[src/rtl/psc_pkg.sv]
// Shared constants, register map and types of the pad state controller
`default_nettype none
package psc_pkg;

  // ****************************************************************
  // Sizes
  // ****************************************************************
  localparam int GPIO_N = 17;
  localparam int RF_N = 10;
  localparam int ADDR_W = 8;
  localparam int DATA_W = 32;

  // ****************************************************************
  // Register byte offsets
  // ****************************************************************
  localparam logic [7:0] OFS_CTRL = 8'h00;
  localparam logic [7:0] OFS_GPIO_OE = 8'h04;
  localparam logic [7:0] OFS_GPIO_OUT = 8'h08;
  localparam logic [7:0] OFS_GPIO_IN = 8'h0C;
  localparam logic [7:0] OFS_PULL_LO = 8'h10;
  localparam logic [7:0] OFS_PULL_HI = 8'h14;
  localparam logic [7:0] OFS_RF_OUT = 8'h18;
  localparam logic [7:0] OFS_STATUS = 8'h1C;

  // ****************************************************************
  // Control register fields
  // ****************************************************************
  localparam int CTRL_SW_READY = 0;
  localparam int CTRL_SLEEP = 1;
  localparam int CTRL_CLKREQ_PP = 2;
  localparam int CTRL_CLKREQ_VAL = 3;
  localparam int CTRL_WL_PD_OFF = 4;
  localparam int CTRL_HIB_PD_OFF = 5;
  localparam int CTRL_W = 6;
  localparam logic [CTRL_W-1:0] CTRL_RST = 6'h00;

  // ****************************************************************
  // Pull settings, two bits per pad, sixteen pads per pull register
  // ****************************************************************
  localparam int PULL_W = 2;
  localparam int PULL_PER_REG = 16;
  localparam logic [1:0] NO_PULL_SETTING = 2'h0;
  localparam logic [1:0] PULL_DOWN_SETTING = 2'h1;
  localparam logic [1:0] PULL_UP_SETTING = 2'h2;
  // Pads 0, 3, 5, 8, 9 and 11 default to pull-down, the rest to none
  localparam logic [GPIO_N-1:0] PULL_DOWN_DEFAULT = 17'h0_0B29;
  localparam logic [GPIO_N-1:0] GPIO_ZERO = 17'h0_0000;
  localparam logic [RF_N-1:0] RF_ZERO = 10'h000;

  // ****************************************************************
  // Pad states, one-hot
  // ****************************************************************
  typedef enum logic [3:0] {
    ST_BOOT   = 4'b0001,
    ST_ACTIVE = 4'b0010,
    ST_SLEEP  = 4'b0100,
    ST_PDOWN  = 4'b1000
  } psc_state_t;

  // Everything one pad needs from the controller
  typedef struct packed {
    logic out;
    logic oe;
    logic pull_up;
    logic pull_dn;
    logic keep;
  } psc_pad_t;

  localparam psc_pad_t PAD_OFF = 5'h00;

endpackage
`default_nettype wire

[src/rtl/psc_top.sv]
// Pad state controller: pad state machine, registers and pad drive
`default_nettype none

// Function
// [RL1] Active/sleep: GPIO pads in or out, pull up, down or none.
// [RL2] GPIO 0,3,5,8,9,11 default pull-down, boot as inputs with pull-down.
// [RL3] Other GPIO pads default no pull, boot as inputs without pull.
// [RL4] Regulator enable low: GPIO and clock-request pads high-Z, no pull.
// [RL5] Keepers active except power-down; regulator inputs have none.
// [RL6] Active/sleep: clock request active high, open-drain or push-pull.
// [RL7] After reset, before software, clock request is active-high open-drain.
// [RL8] Both regulator inputs pulled down when running; software may disable.
// [RL9] Main regulator input keeps pull-down in power-down and at boot.
// [RL10] Board drives any input pad left without keeper or pull.
// [RL11] RF switch pads drive without pull, high-Z in power-down.
// [RL12] Every reset reloads each pad's pull and drive defaults.
module psc_top
  import psc_pkg::*;
(
  input wire logic clk_sys_i,
  input wire logic reset_i,
  input wire logic [ADDR_W-1:0] reg_addr_i,
  input wire logic [DATA_W-1:0] reg_wdata_i,
  input wire logic reg_wr_i,
  input wire logic reg_rd_i,
  output logic [DATA_W-1:0] reg_rdata_o,
  input wire logic wireless_regulator_enable_i,
  input wire logic hibernate_regulator_enable_input_i,
  output logic wl_reg_pd_o,
  output logic hib_reg_pd_o,
  input wire logic [GPIO_N-1:0] gpio_in_i,
  output logic [GPIO_N-1:0] gpio_out_o,
  output logic [GPIO_N-1:0] gpio_oe_o,
  output logic [GPIO_N-1:0] gpio_pu_o,
  output logic [GPIO_N-1:0] gpio_pd_o,
  output logic [GPIO_N-1:0] gpio_keep_o,
  input wire logic clk_req_in_i,
  output logic clk_req_out_o,
  output logic clk_req_oe_o,
  output logic clk_req_keep_o,
  output logic [RF_N-1:0] rf_switch_control_pad_o,
  output logic [RF_N-1:0] rf_oe_o,
  output logic [RF_N-1:0] rf_keep_o,
  output logic [3:0] pad_state_o
);

  // ****************************************************************
  // Input synchronisers
  // ****************************************************************
  logic [GPIO_N-1:0] gpio_in_s;
  logic [2:0] misc_s;

  psc_sync #(.WIDTH(GPIO_N)) u_sync_gpio (
    .clk_sys_i(clk_sys_i),
    .reset_i(reset_i),
    .async_i(gpio_in_i),
    .sync_o(gpio_in_s)
  );

  psc_sync #(.WIDTH(3)) u_sync_misc (
    .clk_sys_i(clk_sys_i),
    .reset_i(reset_i),
    .async_i({clk_req_in_i, hibernate_regulator_enable_input_i,
              ~wireless_regulator_enable_i}),
    .sync_o(misc_s)
  );

  // Main enable is synchronised inverted: the synchroniser clears to zero,
  // which must read as powered, or every reset would fake a power-down
  wire logic wl_en_s = !misc_s[0]; // [RL4]
  wire logic hib_en_s = misc_s[1];
  wire logic clk_req_s = misc_s[2];

  // ****************************************************************
  // Registers
  // ****************************************************************
  logic [CTRL_W-1:0] ctrl_q;
  logic [GPIO_N-1:0] gpio_oe_q;
  logic [GPIO_N-1:0] gpio_out_q;
  logic [GPIO_N*PULL_W-1:0] pull_q;
  logic [GPIO_N*PULL_W-1:0] pull_rst;
  logic [RF_N-1:0] rf_out_q;
  logic [DATA_W-1:0] rdata_d;
  logic boot_load;

  // Reset pull image built from the per-pad default mask
  for (genvar g = 0; g < GPIO_N; g++) begin : g_pull_rst
    assign pull_rst[g*PULL_W +: PULL_W] =
      PULL_DOWN_DEFAULT[g] ? PULL_DOWN_SETTING : NO_PULL_SETTING; // [RL2] [RL3]
  end

  // ****************************************************************
  // Write decode
  // ****************************************************************
  wire logic wr_ctrl = reg_wr_i && (reg_addr_i == OFS_CTRL);
  wire logic wr_oe = reg_wr_i && (reg_addr_i == OFS_GPIO_OE);
  wire logic wr_out = reg_wr_i && (reg_addr_i == OFS_GPIO_OUT);
  wire logic wr_plo = reg_wr_i && (reg_addr_i == OFS_PULL_LO);
  wire logic wr_phi = reg_wr_i && (reg_addr_i == OFS_PULL_HI);
  wire logic wr_rf = reg_wr_i && (reg_addr_i == OFS_RF_OUT);

  localparam int PLO_W = PULL_PER_REG * PULL_W;
  localparam int PHI_W = (GPIO_N - PULL_PER_REG) * PULL_W;

  // ****************************************************************
  // Register storage
  // ****************************************************************
  // Reset reloads every default; software state does not survive it
  always_ff @(posedge clk_sys_i or posedge reset_i) begin
    if (reset_i) begin
      ctrl_q <= CTRL_RST; // [RL12]
    end else if (wr_ctrl) begin
      ctrl_q <= reg_wdata_i[CTRL_W-1:0];
    end
  end

  always_ff @(posedge clk_sys_i or posedge reset_i) begin
    if (reset_i) begin
      gpio_oe_q <= GPIO_ZERO; // [RL12]
    end else if (wr_oe) begin
      gpio_oe_q <= reg_wdata_i[GPIO_N-1:0];
    end
  end

  always_ff @(posedge clk_sys_i or posedge reset_i) begin
    if (reset_i) begin
      gpio_out_q <= GPIO_ZERO;
    end else if (wr_out) begin
      gpio_out_q <= reg_wdata_i[GPIO_N-1:0];
    end
  end

  always_ff @(posedge clk_sys_i or posedge reset_i) begin
    if (reset_i) begin
      rf_out_q <= RF_ZERO;
    end else if (wr_rf) begin
      rf_out_q <= reg_wdata_i[RF_N-1:0];
    end
  end

  // A write landing on the default-load edge is lost, the load wins
  always_ff @(posedge clk_sys_i or posedge reset_i) begin
    if (reset_i) begin
      pull_q <= '0;
    end else if (boot_load) begin
      pull_q <= pull_rst; // [RL12]
    end else begin
      if (wr_plo) pull_q[PLO_W-1:0] <= reg_wdata_i[PLO_W-1:0]; // [RL1]
      if (wr_phi) pull_q[PLO_W +: PHI_W] <= reg_wdata_i[PHI_W-1:0];
    end
  end

  // ****************************************************************
  // Pad state machine
  // ****************************************************************
  psc_state_t state_q;
  psc_state_t state_d;

  // Defaults are loaded into the pull image on the first cycle after
  // reset, so a constant reset value and the mask stay a single source
  always_ff @(posedge clk_sys_i or posedge reset_i) begin
    if (reset_i) begin
      boot_load <= 1'b1;
    end else begin
      boot_load <= 1'b0;
    end
  end

  always_comb begin
    state_d = state_q;
    unique case (state_q)
      ST_BOOT: begin
        if (!wl_en_s) state_d = ST_PDOWN; // [RL4]
        else if (ctrl_q[CTRL_SW_READY]) state_d = ST_ACTIVE;
      end
      ST_ACTIVE: begin
        if (!wl_en_s) state_d = ST_PDOWN; // [RL4]
        else if (ctrl_q[CTRL_SLEEP]) state_d = ST_SLEEP;
      end
      ST_SLEEP: begin
        if (!wl_en_s) state_d = ST_PDOWN; // [RL4]
        else if (!ctrl_q[CTRL_SLEEP]) state_d = ST_ACTIVE;
      end
      ST_PDOWN: begin
        // Back from power-down via boot; ctrl_q and pull_q are kept, so CTRL_SW_READY set returns straight to active
        if (wl_en_s) state_d = ST_BOOT;
      end
      default: state_d = ST_BOOT;
    endcase
  end

  always_ff @(posedge clk_sys_i or posedge reset_i) begin
    if (reset_i) begin
      state_q <= ST_BOOT; // [RL12]
    end else begin
      state_q <= state_d;
    end
  end

  wire logic run = (state_q == ST_ACTIVE) || (state_q == ST_SLEEP);
  wire logic pdown = (state_q == ST_PDOWN);

  // ****************************************************************
  // Per-pad controls
  // ****************************************************************
  psc_pad_t gpio_pad [GPIO_N];

  for (genvar g = 0; g < GPIO_N; g++) begin : g_pad
    psc_pad_cell u_cell (
      .state_i(state_q),
      .pull_i(pull_q[g*PULL_W +: PULL_W]),
      .boot_pd_i(PULL_DOWN_DEFAULT[g]),
      .oe_i(gpio_oe_q[g]),
      .out_i(gpio_out_q[g]),
      .pad_o(gpio_pad[g])
    );
  end

  // Clock request: open-drain pulls low only, push-pull drives both
  wire logic cr_pp = run && ctrl_q[CTRL_CLKREQ_PP]; // [RL6] [RL7]
  wire logic cr_val = run && ctrl_q[CTRL_CLKREQ_VAL]; // [RL6]
  wire logic cr_oe_d = !pdown && (cr_pp || !cr_val); // [RL4] [RL7]

  // Main regulator input keeps its pull-down outside run states
  wire logic wl_pd_d = run ? !ctrl_q[CTRL_WL_PD_OFF] : 1'b1; // [RL8] [RL9]
  wire logic hib_pd_d = run && !ctrl_q[CTRL_HIB_PD_OFF]; // [RL8]

  // ****************************************************************
  // GPIO output registers
  // ****************************************************************
  always_ff @(posedge clk_sys_i or posedge reset_i) begin
    if (reset_i) begin
      gpio_out_o <= GPIO_ZERO;
      gpio_oe_o <= GPIO_ZERO;
      gpio_pu_o <= GPIO_ZERO;
      gpio_pd_o <= PULL_DOWN_DEFAULT; // [RL2] [RL3]
      gpio_keep_o <= ~GPIO_ZERO; // [RL5]
    end else begin
      for (int i = 0; i < GPIO_N; i++) begin
        gpio_out_o[i] <= gpio_pad[i].out;
        gpio_oe_o[i] <= gpio_pad[i].oe; // [RL4]
        gpio_pu_o[i] <= gpio_pad[i].pull_up;
        gpio_pd_o[i] <= gpio_pad[i].pull_dn;
        gpio_keep_o[i] <= gpio_pad[i].keep; // [RL5]
      end
    end
  end

  // ****************************************************************
  // Clock request, RF and regulator output registers
  // ****************************************************************
  always_ff @(posedge clk_sys_i or posedge reset_i) begin
    if (reset_i) begin
      clk_req_out_o <= 1'b0;
      clk_req_oe_o <= 1'b1; // [RL7]
      clk_req_keep_o <= 1'b1;
      rf_switch_control_pad_o <= RF_ZERO;
      rf_oe_o <= ~RF_ZERO; // [RL11]
      rf_keep_o <= ~RF_ZERO;
      wl_reg_pd_o <= 1'b1; // [RL9]
      hib_reg_pd_o <= 1'b0;
      pad_state_o <= ST_BOOT;
    end else begin
      clk_req_out_o <= cr_val;
      clk_req_oe_o <= cr_oe_d;
      clk_req_keep_o <= !pdown; // [RL5]
      rf_switch_control_pad_o <= pdown ? RF_ZERO : rf_out_q;
      rf_oe_o <= pdown ? RF_ZERO : ~RF_ZERO; // [RL11]
      rf_keep_o <= pdown ? RF_ZERO : ~RF_ZERO; // [RL5]
      wl_reg_pd_o <= wl_pd_d;
      hib_reg_pd_o <= hib_pd_d;
      pad_state_o <= state_q;
    end
  end

  // ****************************************************************
  // Read path
  // ****************************************************************
  // Unmapped offsets read as zero; reads have no side effects
  localparam int STAT_W = $bits(psc_state_t) + 3;
  always_comb begin
    rdata_d = '0;
    unique case (reg_addr_i)
      OFS_CTRL: rdata_d[CTRL_W-1:0] = ctrl_q;
      OFS_GPIO_OE: rdata_d[GPIO_N-1:0] = gpio_oe_q;
      OFS_GPIO_OUT: rdata_d[GPIO_N-1:0] = gpio_out_q;
      OFS_GPIO_IN: rdata_d[GPIO_N-1:0] = gpio_in_s;
      OFS_PULL_LO: rdata_d[PLO_W-1:0] = pull_q[PLO_W-1:0];
      OFS_PULL_HI: rdata_d[PHI_W-1:0] = pull_q[PLO_W +: PHI_W];
      OFS_RF_OUT: rdata_d[RF_N-1:0] = rf_out_q;
      OFS_STATUS: rdata_d[STAT_W-1:0] = {clk_req_s, hib_en_s, wl_en_s, state_q};
      default: rdata_d = '0;
    endcase
  end

  always_ff @(posedge clk_sys_i or posedge reset_i) begin
    if (reset_i) begin
      reg_rdata_o <= '0;
    end else begin
      reg_rdata_o <= reg_rd_i ? rdata_d : '0;
    end
  end

endmodule
`default_nettype wire

[src/rtl/psc_sync.sv]
// Two-flop synchroniser for pad inputs
`default_nettype none
module psc_sync #(
  parameter int WIDTH = 1
) (
  input wire logic clk_sys_i,
  input wire logic reset_i,
  input wire logic [WIDTH-1:0] async_i,
  output logic [WIDTH-1:0] sync_o
);

  logic [WIDTH-1:0] meta_q;

  // First stage feeds only the second stage
  always_ff @(posedge clk_sys_i or posedge reset_i) begin
    if (reset_i) begin
      meta_q <= '0;
      sync_o <= '0;
    end else begin
      meta_q <= async_i;
      sync_o <= meta_q;
    end
  end

endmodule
`default_nettype wire

[src/rtl/psc_pad_cell.sv]
// Per-pad decode of pad state and pull setting into pad controls
`default_nettype none
module psc_pad_cell
  import psc_pkg::*;
(
  input wire psc_state_t state_i,
  input wire logic [1:0] pull_i,
  input wire logic boot_pd_i,
  input wire logic oe_i,
  input wire logic out_i,
  output psc_pad_t pad_o
);

  wire logic is_pdown = (state_i == ST_PDOWN);
  wire logic is_boot = (state_i == ST_BOOT);
  wire logic run = !is_pdown && !is_boot;

  // Pad is output only when running and software asks for it
  assign pad_o.oe = run && oe_i; // [RL1]
  assign pad_o.out = run && out_i;
  // Out of reset the pad sits as input with its default pull
  assign pad_o.pull_dn = is_boot ? boot_pd_i // [RL2] [RL3]
                       : run && (pull_i == PULL_DOWN_SETTING); // [RL1]
  assign pad_o.pull_up = run && (pull_i == PULL_UP_SETTING); // [RL1] [RL4]
  // Keeper off only in power-down
  assign pad_o.keep = !is_pdown; // [RL5]

endmodule
`default_nettype wire

[config.mk]
export PLATFORM = sky130hd
export DESIGN_NAME = psc_top
export DESIGN_NICKNAME = d
export VERILOG_FILES = /design/src/rtl/psc_pkg.sv /design/src/rtl/psc_top.sv /design/src/rtl/psc_sync.sv /design/src/rtl/psc_pad_cell.sv
export SDC_FILE = /design/constraint.sdc
export NUM_CORES = 1
export LEC_CHECK = 0
export CORE_UTILIZATION = 60
export CTS_CLUSTER_SIZE = 28
export DETAILED_ROUTE_END_ITERATION = 16
export DONT_BUFFER_PORTS = 1
export PLACE_DENSITY_LB_ADDON = 0.1
export SYNTH_ARGS = -nofsm -noshare
export SYNTH_HDL_FRONTEND = slang
export SYNTH_HIERARCHICAL = 1
export SYNTH_SLANG_ARGS = --single-unit
export TNS_END_PERCENT = 1
[constraint.sdc]
create_clock -name clk_sys_i -period 11.3 [get_ports clk_sys_i]
set_input_delay 1.13 -clock clk_sys_i [delete_from_list [all_inputs] [get_ports clk_sys_i]]
set_output_delay 1.13 -clock clk_sys_i [all_outputs]
set_load 0.005 [all_outputs]
; Yosys cells after proc, flatten, opt, wreduce, memory -nomap -nowiden
; Cells that the tools add are included.
[word_totals]
ff_bits = 259
in_bits = 64
out_inout_bits = 156
wordCells = 205
[classes]
eq_ne = 49
muxes = 38
bitwise = 1
reduce_logical = 91
[op_table]
columns = operator, n
row1 = 1-bit logical AND, 79
row2 = 32-bit 2-to-1 mux, 2
row3 = 2-bit by 1-bit == test with 1-bit output (second input constant), 17
row4 = 2-bit == test (second input constant), 17
row5 = 34-bit 2-to-1 mux, 1
row6 = 8-bit by 5-bit == test with 1-bit output (second input constant), 4
row7 = 4-bit 2-to-1 mux, 7
row8 = 4-bit one-hot mux with 7 select lines, 1
row9 = 7-bit one-hot mux with 4 select lines, 1
row10 = 10-bit 2-to-1 mux, 2
row11 = 1-bit 2-to-1 mux, 18
row12 = 8-bit by 4-bit == test with 1-bit output (second input constant), 2
row13 = 2-bit one-hot mux with 8 select lines, 1
row14 = 4-bit one-hot mux with 4 select lines, 1
row15 = 15-bit 2-to-1 mux, 1
row16 = 3-bit one-hot mux with 5 select lines, 1
row17 = 8-bit by 3-bit == test with 1-bit output (second input constant), 1
row18 = 8-bit zero test, 1
row19 = 1-bit zero test, 6
row20 = 3-bit by 2-bit != test with 1-bit output (second input constant), 2
row21 = 1-bit one-hot mux with 6 select lines, 1
row22 = 4-bit by 1-bit == test with 1-bit output (second input constant), 1
row23 = 4-bit by 2-bit == test with 1-bit output (second input constant), 1
row24 = 4-bit by 3-bit == test with 1-bit output (second input constant), 1
row25 = 8 further kinds, 10

; Depth between registers and ports, before layout
[depth]
word_depth = 6
ltp_mapped = 8
depth_no_buf = 4

; Cells and area by module
; Netlist, hierarchy kept.
[modules_own_cells]
columns = module, n_inst, cells_each, area_per_inst_um2, seq_area_each_um2
row1 = psc_top, 1, 556, 8232.9, 5666.7
row2 = psc_pad_cell, 17, 12, 81.3, 0.0
row3 = psc_sync at u_sync_gpio, 1, 35, 854.6, 850.8
row4 = psc_sync at u_sync_misc, 1, 7, 153.9, 150.1

; Least setup slack after synthesis
; Ideal clock, no wire load.
[synth_timing]
path_type = reg2reg
startpoint = reg state_q[3]
endpoint = reg reg_rdata_o[3]
setup_time_ns = 0.084
arrival_ns = 2.686
required_time_ns = 11.216
slack_ns = 8.530
stages_incl_launch_ff = 6
synth_period_minus_slack_ns = 2.770
path_cell_list = dfrtp_1 -> clkbuf_1 -> mux4_2 -> nand4_1 -> o31a_1 -> a21boi_0
[synth_via]
elab_chain_cells = 2
[synth_lines]
columns = item, line_no
row1 = start: declaration, psc_top.sv:156  ; psc_state_t state_q;
row2 = start signal: assignment, psc_top.sv:196  ; state_q <= state_d;
row3 = 4-bit one-hot mux with 7 select lines, psc_top.sv:283  ; unique case (reg_addr_i)
row4 = 32-bit 2-to-1 mux, psc_top.sv:300  ; reg_rdata_o <= reg_rd_i ? rdata_d : '0;
row5 = end signal: assignment, psc_top.sv:300
row6 = end: declaration, psc_top.sv:26  ; output logic [DATA_W-1:0] reg_rdata_o,
; No other way between the ends.
; A chain may end at the register's enable or synchronous reset.

; Worst setup path after layout
[layout_timing]
startpoint = in reg_addr_i[1]
endpoint = reg pull_q[3]
[layout_via]
elab_chain_cells = 3
[layout_lines]
columns = item, line_no
row1 = start: declaration, psc_top.sv:22  ; input wire logic [ADDR_W-1:0] reg_addr_i,
row2 = 8-bit by 5-bit == test with 1-bit output, psc_top.sv:98  ; wire logic wr_plo = reg_wr_i && (reg_addr_i == OFS_PULL_LO);
row3 = 1-bit logical AND, psc_top.sv:98
row4 = 2-bit nonzero test (no source line), --
row5 = end signal: assignment, psc_top.sv:146  ; pull_q <= pull_rst;
row6 = end signal: indexed assignment, psc_top.sv:148  ; if (wr_plo) pull_q[PLO_W-1:0] <= reg_wdata_i[PLO_W-1:0];
row7 = end signal: indexed assignment, psc_top.sv:149  ; if (wr_phi) pull_q[PLO_W +: PHI_W] <= reg_wdata_i[PHI_W-1:0];
row8 = end: declaration, psc_top.sv:80  ; logic [GPIO_N*PULL_W-1:0] pull_q;
; No other way between the ends.

==> results.json <==
{
  "outcome": "finished clean",
  "hold_path_depth": 0,
  "grt_pass1_vias": 6596,
  "worst_pin_slew_ns": 1.24,
  "leakagePower_uw": 0.00538,
  "dominantRegCellSynth": "dfrtp_1",
  "layout_commonest_cell": "dfrtp_1",
  "holdPathEnd": "u_sync_gpio/sync_o[16]",
  "gp_congestion": 0.882,
  "dpl.hpwl_um": 16800,
  "crit_type": "in -> reg",
  "instances_no_fill": 1054,
  "cpPeakStageDelay_ns": 1.11,
  "min_path_type": "reg -> reg",
  "cp-startpoint": "reg_addr_i[1]",
  "grt_max_degree": 153,
  "synthTopCellsByArea": "dfrtp_1 (56%), dfstp_2 (7.2%), mux2_2 (4.7%)",
  "start_util": 0.614,
  "synthDominantCellAreaShare": 0.556,
  "fillers": 1246,
  "ys_seq_elements": 265,
  "placed_cell_area_um2": 10700,
  "final_cell_mix": "dfrtp_1 (235), mux2_2 (44), and2_1 (38)",
  "rrSetupSlack_ns": 8.95,
  "syn_inst": 802,
  "postRouteAntennaNets": 0,
  "cts_tree": "done",
  "drc": 0,
  "core_region_area_um2": 17300,
  "clkTransAtPathRegs_ns": 0.06,
  "final_util": 0.671,
  "fin_crit_ns": 3.42,
  "arrival_ns": 3.86,
  "routedWlPerCell_um": 24.1,
  "port_buffers": 0,
  "yosysSeqAreaShare": 0.628,
  "syn_avg_cell_area_um2": 13.2,
  "end_kind": "flip-flop",
  "start_kind": "primary input",
  "syn-cell-area_um2": 10600,
  "worstReg2RegStart": "state_q[0]",
  "ys_warn_count": 6,
  "fmax_ghz": 0.292,
  "area_growth_pct": 9.24,
  "hold_viol_final": 0,
  "finalSetupViolCount": 0,
  "synth_top_cell_by_area": "dfrtp_1",
  "grt_first_pass_wirelength_um": 38300,
  "worstReg2RegEnd": "rf_switch_control_pad_o[4]",
  "post_cts_buffers": 0,
  "pwr_density_cell_nw_per_um2": 180,
  "gr-total-overflow": 0,
  "row_count": 48,
  "cts_max_level": 1,
  "power_uw": 2080,
  "dp_cells": 1002,
  "max-slew-margin-rel": 0.173,
  "fin_crit_sh": 0.303,
  "drt_pass1_iterations": 5,
  "synth_fa_ha_area_frac": 0,
  "grtUsageTotal": 0.281,
  "critPathRequiredTime_ns": 11.74,
  "layout.nets": 870,
  "synthSimpleGateAreaFrac": 0.118,
  "pin_count": 220,
  "viasPerCell": 6.28,
  "cts.sinks": 265,
  "worst_clock_skew_ns": 0.0213,
  "clock_latency_ns": 0.53,
  "synthXorXnorAreaFrac": 0.0157,
  "yosys-mux-area-fraction": 0.0758,
  "path_cells": "nor4_4, and3_1, and3b_1, a22o_1",
  "min-delay-start": "u_sync_gpio/meta_q[16]",
  "die_h_um": 135,
  "clockBufferDepth": 3,
  "layout-drive-gt1-share": 0.201,
  "crit_slowest_cell": "and3b_1",
  "crit_fanout": 25,
  "drt-total-wl_um": 25400,
  "maxCapViolCount": 0,
  "finalSetupTns_ns": 0,
  "async_reset_ff_frac": 1.00,
  "ctsHoldBuffers": 0,
  "synth_edf_count": 0,
  "cts_root_buf": "clkbuf_16",
  "synth_compound_area_frac": 0.124,
  "rsz0062_at_grt": "no",
  "ir_drop_v": 0.000136,
  "fin_area_um2": 11600,
  "via_count": 6618,
  "drv_slew": 0,
  "cts_made_buffers": 27,
  "die_area_um2": 18200,
  "synth_cell_types": 54,
  "die_w_um": 135,
  "antenna_found_initial": 2,
  "dr.first_iter.drc_count": 558,
  "synth_top_family_by_area": "compound AO/OA/AOI/OAI gates",
  "rr_worst_depth": 5,
  "cts-resized-gates": 0
}
## synth_stat cells, types with 4 or more instances
cell	n
nand2b_1	4
buf_4	24
o21ai_0	21
mux2_4	10
nand2_1	34
and2_1	38
nor3_1	4
dfrtp_1	236
and3_1	20
a22oi_1	15
dfstp_2	29
clkbuf_1	15
inv_1	23
nand3b_1	19
xor2_1	19
nor2_2	17
nor2b_1	30
nand3_1	11
mux2_2	44
a32o_1	34
mux2i_1	7
buf_2	8
o21a_1	5
a22o_1	35
o22a_1	6
a211oi_1	18
a21oi_1	23
nor2_1	12
## critical path, delay by kind of cell
family / cells / cell delay (ns)
AOI/OAI and AO/OA: 1 / 0.26
and+or+nand+nor: 3 / 2.47
## kinds of logic after synthesis
logic type / after synthesis
other: 2
and+or+nand+nor: 205
AOI/OAI and AO/OA: 172
buffers and inverters: 73
muxes: 66
xor gates and xnor gates: 19
DFF: 265
## stage by stage
step                worst slack, ns  hold WS [ns]
detailed placement             7.48         0.335
floorplan                      4.06         0.331
global route                   7.81         0.355
finish                         7.88         0.343
global placement               7.61         0.332
CTS                            8.00         0.344
## sequential cells by signal, summed over array words and instances, names as in the netlist, 3 cells and up
| register | cells |
|---|---|
| ctrl_q | 6 |
| gpio_oe_o | 17 |
| gpio_pu_o | 17 |
| u_sync_misc/sync_o | 3 |
| rf_out_q | 10 |
| pull_q | 34 |
| reg_rdata_o | 32 |
| pad_state_o | 4 |
| u_sync_gpio/meta_q | 17 |
| gpio_out_q | 17 |
| u_sync_misc/meta_q | 3 |
| u_sync_gpio/sync_o | 17 |
| gpio_oe_q | 17 |
| rf_switch_control_pad_o | 10 |
| state_q | 4 |
| gpio_keep_o | 17 |
| gpio_out_o | 17 |
| gpio_pd_o | 17 |
## worst max path at each step
| stage | depth (start not counted) | end | slack (ns) |
|---|---|---|---|
| after global placement | 4 | pull_q[20] | 7.61 |
| final | 4 | pull_q[3] | 7.88 |
| after floorplan | 1 | clk_req_out_o | 4.06 |
| after global routing | 4 | pull_q[3] | 7.81 |
| after detailed placement | 4 | pull_q[19] | 7.48 |
| after CTS | 4 | pull_q[3] | 8.00 |
## area by class of cell
| cell class | instances | area (µm²) | area share |
|---|---|---|---|
| clock buffers | 35 | 726 | 0.0625 |
| repair buffers | 9 | 67.6 | 0.00582 |
| clock inverters | 15 | 135 | 0.0116 |
| diodes | 2 | 5.00 | 0.000431 |
| multi-input cells | 480 | 3630 | 0.312 |
| inverters | 23 | 93.8 | 0.00809 |
| well taps | 225 | 282 | 0.0243 |
| flip-flops and latches | 265 | 6670 | 0.575 |
## report_power, final
group | total [µW] | internal (µW) | switching [µW]
Sequential | 1050 | 1010 | 37.7
Combinational | 185 | 69.0 | 116
Clock | 855 | 500 | 355
Total | 2080 | 1580 | 509
## layer usage
metal / track usage / wire length (µm)
met5: 0 / 0
met1: 0.407 / 10600
met2: 0.421 / 11500
met3: 0.0593 / 2460
met4: 0.103 / 826
No activity file was read; power rests on OpenSTA's default activity.
